File: config.mk
export PLATFORM = sky130hd
export DESIGN_NAME = sdl_serial_dac_load
export DESIGN_NICKNAME = d
export VERILOG_FILES = /design/src/sdl_sync2.v /design/src/sdl_serial_dac_load.v
export VERILOG_INCLUDE_DIRS = /design/src /design/src/src
export SDC_FILE = /design/constraint.sdc
export NUM_CORES = 1
export LEC_CHECK = 0
export BUFFER_PORTS_ARGS = -buffer_cell sky130_fd_sc_hd__buf_2
export CAP_MARGIN = 20
export CORE_MARGIN = 1
export CORE_UTILIZATION = 40
export DETAILED_ROUTE_END_ITERATION = 12
export GPL_TIMING_DRIVEN = 0
export PLACE_DENSITY = 0.67
export SLEW_MARGIN = 30
export SYNTH_ARGS = -nofsm -noshare
export SYNTH_HDL_FRONTEND = slang
export SYNTH_SLANG_ARGS = --single-unit
export TNS_END_PERCENT = 1
File: constraint.sdc
create_clock -name sys_clk -period 20.4 [get_ports sys_clk]
set_clock_uncertainty 0.05 [all_clocks]
set_input_delay 4.08 -clock sys_clk [delete_from_list [all_inputs] [get_ports sys_clk]]
set_output_delay 4.08 -clock sys_clk [all_outputs]
set_load 0.03 [all_outputs]
File: src/sdl_defs.vh
// Constants for the serial DAC load interface
`ifndef SDL_DEFS_VH
`define SDL_DEFS_VH
`define SDL_WORD_BITS   16
`define SDL_BIT_CNT_W   5
`define SDL_LAST_BIT    5'h10
`define SDL_DATA_BITS   10
`define SDL_SUB_BITS    4
// Word layout: [15] control select, [14:12] channel, [11:0] payload
`define SDL_CTL_BIT     15
`define SDL_CH_HI       14
`define SDL_CH_LO       12
`define SDL_CH_W        3
// Control payload: [0] external reference, [4:1] sub DAC offset
`define SDL_CTL_REF_BIT 0
`define SDL_CTL_SUB_HI  4
`define SDL_CTL_SUB_LO  1
`define SDL_CLEAR_CODE  10'h200
`define SDL_SUB_ZERO    4'h0
`define SDL_ZERO_WORD   16'h0000
`endif

File: src/sdl_sync2.v
// Two flip-flop synchroniser for one level
`timescale 1ns/1ns
`include "sdl_defs.vh"
module sdl_sync2 (
	input  wire clk,
	input  wire rst_n,
	input  wire rst_val,
	input  wire d,
	output wire q
);
	reg meta_reg;
	reg sync_reg;
	// Inverting through rst_val lets the flops reset to zero yet idle at the pin's level
	always @(posedge clk or negedge rst_n) begin
		if (!rst_n) begin
			meta_reg <= 1'b0;
			sync_reg <= 1'b0;
		end else begin
			meta_reg <= d ^ rst_val;
			sync_reg <= meta_reg;
		end
	end
	assign q = sync_reg ^ rst_val;
endmodule // sdl_sync2

File: src/sdl_serial_dac_load.v
// Serial word loader, data/control registers and DAC registers
// Summary of operation
// - The shift register is enabled only while frame_sync_n is low.
// - Each 16-bit word is shifted in MSB first on falling serial clock edges.
// - Load_outputs_n low copies every data register to its DAC register at once.
// - Load_outputs_n low at the sixteenth edge triggers an automatic update.
// - Async_clear_n low clears main DACs to mid code and sub DACs to zero.
// - Power_down_n low puts the device into low-power mode.
// - Each channel's control register selects the external reference.
`timescale 1ns/1ns
`include "sdl_defs.vh"
module sdl_serial_dac_load #(
	parameter CHANNELS = 8
) (
	input  wire                               sys_clk,
	input  wire                               rst_n,
	input  wire                               frame_sync_n,
	input  wire                               serial_clock_in,
	input  wire                               serial_data_in,
	input  wire                               load_outputs_n,
	input  wire                               async_clear_n,
	input  wire                               power_down_n,
	output reg  [CHANNELS*`SDL_DATA_BITS-1:0] dac_codes,
	output reg  [CHANNELS*`SDL_SUB_BITS-1:0]  sub_codes,
	output reg  [CHANNELS-1:0]                ext_ref_sel,
	output reg                                low_power,
	output reg                                word_done
);
	reg                                rst_meta_reg;
	reg                                rst_sync_reg;
	wire                               fs_n_s;
	wire                               sck_s;
	wire                               sdi_s;
	wire                               ld_n_s;
	wire                               clr_n_s;
	wire                               pd_n_s;
	reg                                sck_prev_reg;
	reg  [`SDL_WORD_BITS-1:0]          shift_reg;
	reg  [`SDL_BIT_CNT_W-1:0]          count_reg;
	wire                               fall;
	wire [`SDL_WORD_BITS-1:0]          word_full;
	wire                               complete;
	wire [CHANNELS*`SDL_DATA_BITS-1:0] data_fwd;
	wire [CHANNELS*`SDL_SUB_BITS-1:0]  sub_fwd;
	wire [CHANNELS-1:0]                ref_fwd;
	genvar                             k;

	// One decode for both kinds of write, so they never disagree on the channel
	function sdl_hit;
		input [`SDL_WORD_BITS-1:0] word;
		input integer              chan;
		input                      want_ctl;
		begin
			sdl_hit = (word[`SDL_CH_HI:`SDL_CH_LO] == chan) &&
				(word[`SDL_CTL_BIT] == want_ctl);
		end
	endfunction

	always @(posedge sys_clk or negedge rst_n) begin
		if (!rst_n) begin
			rst_meta_reg <= 1'b0;
			rst_sync_reg <= 1'b0;
		end else begin
			rst_meta_reg <= 1'b1;
			rst_sync_reg <= rst_meta_reg;
		end
	end

	sdl_sync2 u_fs (
		.clk     (sys_clk),
		.rst_n   (rst_sync_reg),
		.rst_val (1'b1),
		.d       (frame_sync_n),
		.q       (fs_n_s)
	);

	sdl_sync2 u_sck (
		.clk     (sys_clk),
		.rst_n   (rst_sync_reg),
		.rst_val (1'b1),
		.d       (serial_clock_in),
		.q       (sck_s)
	);

	sdl_sync2 u_sdi (
		.clk     (sys_clk),
		.rst_n   (rst_sync_reg),
		.rst_val (1'b0),
		.d       (serial_data_in),
		.q       (sdi_s)
	);

	sdl_sync2 u_ld (
		.clk     (sys_clk),
		.rst_n   (rst_sync_reg),
		.rst_val (1'b1),
		.d       (load_outputs_n),
		.q       (ld_n_s)
	);

	// Clear acts on the synchronised level; three-cycle latency at most
	sdl_sync2 u_clr (
		.clk     (sys_clk),
		.rst_n   (rst_sync_reg),
		.rst_val (1'b1),
		.d       (async_clear_n),
		.q       (clr_n_s)
	);

	sdl_sync2 u_pd (
		.clk     (sys_clk),
		.rst_n   (rst_sync_reg),
		.rst_val (1'b1),
		.d       (power_down_n),
		.q       (pd_n_s)
	);

	// Data and serial clock share synchroniser depth, so data is sampled aligned
	assign fall      = sck_prev_reg & ~sck_s & ~fs_n_s;
	assign word_full = {shift_reg[`SDL_WORD_BITS-2:0], sdi_s};
	assign complete  = fall && (count_reg == `SDL_LAST_BIT - 5'h01);

	always @(posedge sys_clk or negedge rst_sync_reg) begin
		if (!rst_sync_reg) begin
			sck_prev_reg <= 1'b1;
			shift_reg    <= `SDL_ZERO_WORD;
			count_reg    <= {`SDL_BIT_CNT_W{1'b0}};
		end else begin
			sck_prev_reg <= sck_s;
			if (fs_n_s) begin
				count_reg <= {`SDL_BIT_CNT_W{1'b0}};
			end else if (fall) begin
				shift_reg <= word_full;
				count_reg <= complete ? {`SDL_BIT_CNT_W{1'b0}} : count_reg + 5'h01;
			end
		end
	end

	generate
		for (k = 0; k < CHANNELS; k = k + 1) begin : g_ch
			reg  [`SDL_DATA_BITS-1:0] data_reg;
			reg  [`SDL_SUB_BITS-1:0]  sub_reg;
			reg                       ref_reg;
			wire                      data_wr;
			wire                      ctl_wr;

			assign data_wr = complete && sdl_hit(word_full, k, 1'b0);
			assign ctl_wr  = complete && sdl_hit(word_full, k, 1'b1);

			always @(posedge sys_clk or negedge rst_sync_reg) begin
				if (!rst_sync_reg) begin
					data_reg <= `SDL_CLEAR_CODE;
				end else if (!clr_n_s) begin
					data_reg <= `SDL_CLEAR_CODE;
				end else if (data_wr) begin
					data_reg <= word_full[`SDL_DATA_BITS-1:0];
				end
			end

			always @(posedge sys_clk or negedge rst_sync_reg) begin
				if (!rst_sync_reg) begin
					sub_reg <= `SDL_SUB_ZERO;
				end else if (!clr_n_s) begin
					sub_reg <= `SDL_SUB_ZERO;
				end else if (ctl_wr) begin
					sub_reg <= word_full[`SDL_CTL_SUB_HI:`SDL_CTL_SUB_LO];
				end
			end

			always @(posedge sys_clk or negedge rst_sync_reg) begin
				if (!rst_sync_reg) begin
					ref_reg <= 1'b0;
				end else if (ctl_wr) begin
					ref_reg <= word_full[`SDL_CTL_REF_BIT];
				end
			end

			// Completed word is forwarded so outputs move on the word_done edge
			assign data_fwd[k*`SDL_DATA_BITS +: `SDL_DATA_BITS] =
				data_wr ? word_full[`SDL_DATA_BITS-1:0] : data_reg;
			assign sub_fwd[k*`SDL_SUB_BITS +: `SDL_SUB_BITS] =
				ctl_wr ? word_full[`SDL_CTL_SUB_HI:`SDL_CTL_SUB_LO] : sub_reg;
			assign ref_fwd[k] = ctl_wr ? word_full[`SDL_CTL_REF_BIT] : ref_reg;
		end
	endgenerate

	always @(posedge sys_clk or negedge rst_sync_reg) begin
		if (!rst_sync_reg) begin
			word_done <= 1'b0;
		end else begin
			word_done <= complete;
		end
	end

	always @(posedge sys_clk or negedge rst_sync_reg) begin
		if (!rst_sync_reg) begin
			low_power <= 1'b0;
		end else begin
			low_power <= ~pd_n_s;
		end
	end

	always @(posedge sys_clk or negedge rst_sync_reg) begin
		if (!rst_sync_reg) begin
			ext_ref_sel <= {CHANNELS{1'b0}};
		end else begin
			ext_ref_sel <= ref_fwd;
		end
	end

	always @(posedge sys_clk or negedge rst_sync_reg) begin
		if (!rst_sync_reg) begin
			sub_codes <= {CHANNELS*`SDL_SUB_BITS{1'b0}};
		end else if (!clr_n_s) begin
			sub_codes <= {CHANNELS*`SDL_SUB_BITS{1'b0}};
		end else begin
			sub_codes <= sub_fwd;
		end
	end

	// Clear wins over load so a held-low load cannot fight it
	always @(posedge sys_clk or negedge rst_sync_reg) begin
		if (!rst_sync_reg) begin
			dac_codes <= {CHANNELS{`SDL_CLEAR_CODE}};
		end else if (!clr_n_s) begin
			dac_codes <= {CHANNELS{`SDL_CLEAR_CODE}};
		end else if (!ld_n_s) begin
			dac_codes <= data_fwd;
		end
	end
endmodule // sdl_serial_dac_load

# Word level (Yosys, flattened, before mapping)
# Cells that the tools add are included.
op_classes:
  muxes: 46
  bitwise_logic: 9
  n_reduce_logical: 36
  add_sub_neg: 1
  eq_ne: 9
ops:
  columns: ["cell", "count"]
  rows:
  - ["10-bit two-way mux", 16]
  - ["80-bit two-way mux", 2]
  - ["4-bit two-way mux", 16]
  - ["1-bit logical AND", 33]
  - ["32-bit two-way mux", 1]
  - ["5-bit two-way mux", 3]
  - ["3-bit equality test (second input constant)", 4]
  - ["1-bit two-way mux", 8]
  - ["1-bit NOT", 7]
  - ["3-bit by 2-bit equality test with 1-bit output (second input constant)", 2]
  - ["5-bit by 1-bit adder with 5-bit output (second input constant)", 1]
  - ["5-bit by 4-bit equality test with 1-bit output (second input constant)", 1]
  - ["3-bit by 1-bit equality test with 1-bit output (second input constant)", 1]
  - ["3-bit logical NOT", 1]
  - ["1-bit AND", 2]
  - ["2-bit inequality test (second input constant)", 1]
  - ["2-bit AND reduction", 1]
  - ["2-bit nonzero test", 1]
totals:
  register_bits: 277
  wordCells: 147
  output_inout_bits: 122
  input_bits: 8

# Depth between registers and ports, before layout
depth:
  ltp_word: 7
  ltp_mapped: 7
  ltp_nobuf: 4

# Cells and area by module
# A second synthesis with hierarchy kept.
unflattened:
  hier_cells: 946
  hier_area_um2: 10413.7
modules_own_cells:
  columns: ["mod", "instances", "cells_per_inst", "seq_area_each_um2", "area_per_inst_um2"]
  rows:
  - ["sdl_serial_dac_load", 1, 922, 5651.7, 10008.3]
  - ["sdl_sync2", 6, 4, 50.0, 67.6]

# Worst setup path before layout
# No wires, ideal clock.
synth_timing:
  kind: "reg2out"
  from: "register dac_codes[49]"
  to: "output port dac_codes[49]"
  setup_slack_ns: 15.673
  required_time_ns: 16.270
  t_arrival_ns: 0.597
  path_buffers: 0
  stages_incl_launch_ff: 1
  path_cell_list: "dfstp_2"
synth_rtl:
  columns: ["item", "line", "source"]
  rows:
  - ["start: declaration", "sdl_serial_dac_load.v:23", "output reg [CHANNELS*`SDL_DATA_BITS-1:0] dac_codes,"]
  - ["start signal: assignment", "sdl_serial_dac_load.v:224", "dac_codes <= {CHANNELS{`SDL_CLEAR_CODE}};"]
  - ["start signal: assignment", "sdl_serial_dac_load.v:226", "dac_codes <= {CHANNELS{`SDL_CLEAR_CODE}};"]
  - ["start signal: assignment", "sdl_serial_dac_load.v:228", "dac_codes <= data_fwd;"]
# No word-level cell between the ends.

# Worst setup path in the final report
layout_timing:
  from: "register dac_codes[9]"
  to: "output port dac_codes[9]"
# No word-level cell between the ends.

==> impl_metrics.tcl <==
set metrics [dict create \
    cp_max_fo 2 \
    setup_violations 0 \
    cts_inserted_buffers 25 \
    ys_ff_latch 237 \
    comb_power_share 0.094 \
    clock_latency_ns 0.52 \
    netlist-cell-type-count 47 \
    synth-seq-area-share 0.5760 \
    yosys-top-cells-area "dfrtp_1, a311oi_1, o31ai_1" \
    max-clock-path-buffers 3 \
    vias_per_cell 5.925 \
    dieHeight_um 162.7 \
    syn_area_per_cell_um2 11.00 \
    rsz0062_at_grt "false" \
    path_clk_slew_ns 0.07 \
    critical_path_class "reg2out" \
    finalMaxSlewViolations 0 \
    power.total_mw 1.055 \
    cpPeakStageDelay_ns 0.57 \
    syn2layout_area_growth_pct 19.51 \
    max_cap_violations 0 \
    ctsHoldBuffers 0 \
    seqPwrFrac 0.465 \
    crit_chain "buf_2" \
    antenna_cells 0 \
    cp-end-kind "primary output" \
    worstPathArrival_ns 1.30 \
    path_buf_inv 1 \
    final_nets 1110 \
    synth_nets 948 \
    synth_top_area_share 0.5328 \
    die_x_um 162.7 \
    synth_largest_area_cell "dfrtp_1" \
    timing.hold.ws_ns 0.2617 \
    fin_crit_sh 0.2661 \
    row_count 58 \
    powerDensity_mw_per_mm2 85.45 \
    vias 8585 \
    synth_area_mm2 0.01033 \
    switching_share 0.2581 \
    layout-drive-gt1-share 0.2154 \
    clock_power_share 0.441 \
    final_hold_viol_count 0 \
    slowest_stage "dfstp_2" \
    status "completed" \
    intPower_mw 0.7828 \
    post-dp-hpwl_um 20860 \
    drc 0 \
    cts_root_buf "clkbuf_16" \
    wirelength_um 31150 \
    peakVddDrop_mv 0.05076 \
    fin_setup_tns_ns 0 \
    postSynth.asyncResetShare 1.000 \
    grt_usage 0.2343 \
    grt_remaining_overflow 0 \
    fin_crit_ns 5.428 \
    synth_ff_type "dfrtp_1" \
    antenna_found_initial 0 \
    ys_warn_count 0 \
    fillers 2361 \
    antenna_left 0 \
    io_pins 130 \
    hp-class "reg2async" \
    start_util 0.4092 \
    dr.pass1.iters 5 \
    required_ns 16.27 \
    cts_tree "yes" \
    grt_pass1_wl_um 47920 \
    critical-path-top-delay-family "flip-flops" \
    cellLeakagePower_nw 5.616 \
    portBuffers 129 \
    power.switching_mw 0.2724 \
    core_mm2 0.02525 \
    cts_sinks 237 \
    cts_resized 0 \
    cp-start-kind "flop" \
    max_freq_mhz 184.2 \
    synth_edf_count 0 \
    grt_max_degree 43 \
    h-tree-depth 1 \
    worstMarginPinSlew_ns 0.9719 \
    max_slew_margin 0.3520 \
    syn_inst 939 \
    drt-wirelength-per-cell_um 21.49 \
    gp_congestion 0.8782 \
    drt_iter0_drc 806 \
    grt_pass1_vias 8238 \
    dieArea_mm2 0.02648 \
    postCtsSetupRepairBufs 0 \
]
==> metal layers <==
metal / global-route usage / wire [um] / up-vias
li1: - / - / 3837
met2: 0.3638 / 14400 / 392
met4: 0.07859 / 950 / 0
met5: 0 / 0 / -
met1: 0.3338 / 13000 / 4283
met3: 0.03667 / 2789 / 73
==> path summary, 6_finish.rpt <==
path / start / slack [ns] / endpoint / cells past startpoint
setup / recovery: dac_codes[9] / 14.97 / dac_codes[9] / 1
hold / removal: rst_sync_reg / 0.26 / u_pd.meta_reg / 0
min in group sys_clk: u_pd.meta_reg / 0.30 / u_pd.sync_reg / 0
max in group asynchronous: rst_n / 16.90 / rst_sync_reg / 1
hold reg to reg: rst_sync_reg / 0.26 / u_pd.meta_reg / 0
setup reg to reg: u_clr.sync_reg / 17.90 / dac_codes[76] / 5
==> stage by stage <==
step           cells  utilization  worst slack [ns]  area (um^2)
6_report        1449       0.4890             14.97        12350
5_1_grt         1449       0.4890             14.95        12350
4_1_cts         1449       0.4890             14.98        12350
3_5_place_dp    1404       0.4560             15.52        11520
3_3_place_gp    1398       0.4511             10.47        11390
2_1_floorplan    939            -             13.29        10330
==> cells by family after synthesis <==
family | share of synthesized area
other | 0.0003629
buffers and inverters | 0.05449
xor gates and xnor gates | 0.0008477
muxes | 0.04008
and+or+nand+nor | 0.1546
DFF | 0.5760
AOI/OAI and AO/OA | 0.1724
adders and majority gates | 0.001211
==> cell usage after synthesis (7+ instances only) <==
master      n
a21oi_1    72
a311oi_1   72
buf_1      15
buf_2      20
buf_4      11
clkbuf_1   77
dfrtp_1   220
dfstp_2    17
inv_1       8
mux2_2      7
mux2i_1    32
nand2_1    46
nand2b_1   36
nand4_1    83
nor2_1     78
o31ai_1    76
==> area by class of cell <==
class / instances / area [um^2] / area share
inverter: 8 / 30.03 / 0.002432
clock inverter: 9 / 126.4 / 0.01023
tap: 330 / 412.9 / 0.03343
buffer: 124 / 533.0 / 0.04316
sequential: 237 / 5956 / 0.4823
multi-input combinational: 570 / 3819 / 0.3092
timing repair buffer: 135 / 765.7 / 0.06201
clock buffer: 36 / 706.9 / 0.05724
==> power groups by stage <==
stage / sequential [mW] / combinational [mW] / clock [mW]
after global routing: 0.492 / 0.104 / 0.493
after detailed placement: 0.499 / 0.0973 / 0
after global placement: 0.507 / 0.0859 / 0
final: 0.491 / 0.0988 / 0.466
after floorplan: 0.516 / 0.0386 / 0
after CTS: 0.491 / 0.0975 / 0.472
==> placed cells by master (no fill, tap or decap), types with 6 or more instances in the layout <==
cell type,instances
a311oi_1,72
a21oi_1,72
buf_12,6
clkbuf_1,84
o31ai_1,76
buf_4,11
inv_1,8
mux2i_1,32
nand2b_1,36
nand2_1,46
mux2_2,7
buf_2,149
clkbuf_16,25
nor2_1,78
nand4_1,83
dfrtp_1,219
buf_1,15
dfstp_2,17
No activity file was read; power rests on OpenSTA's default activity.
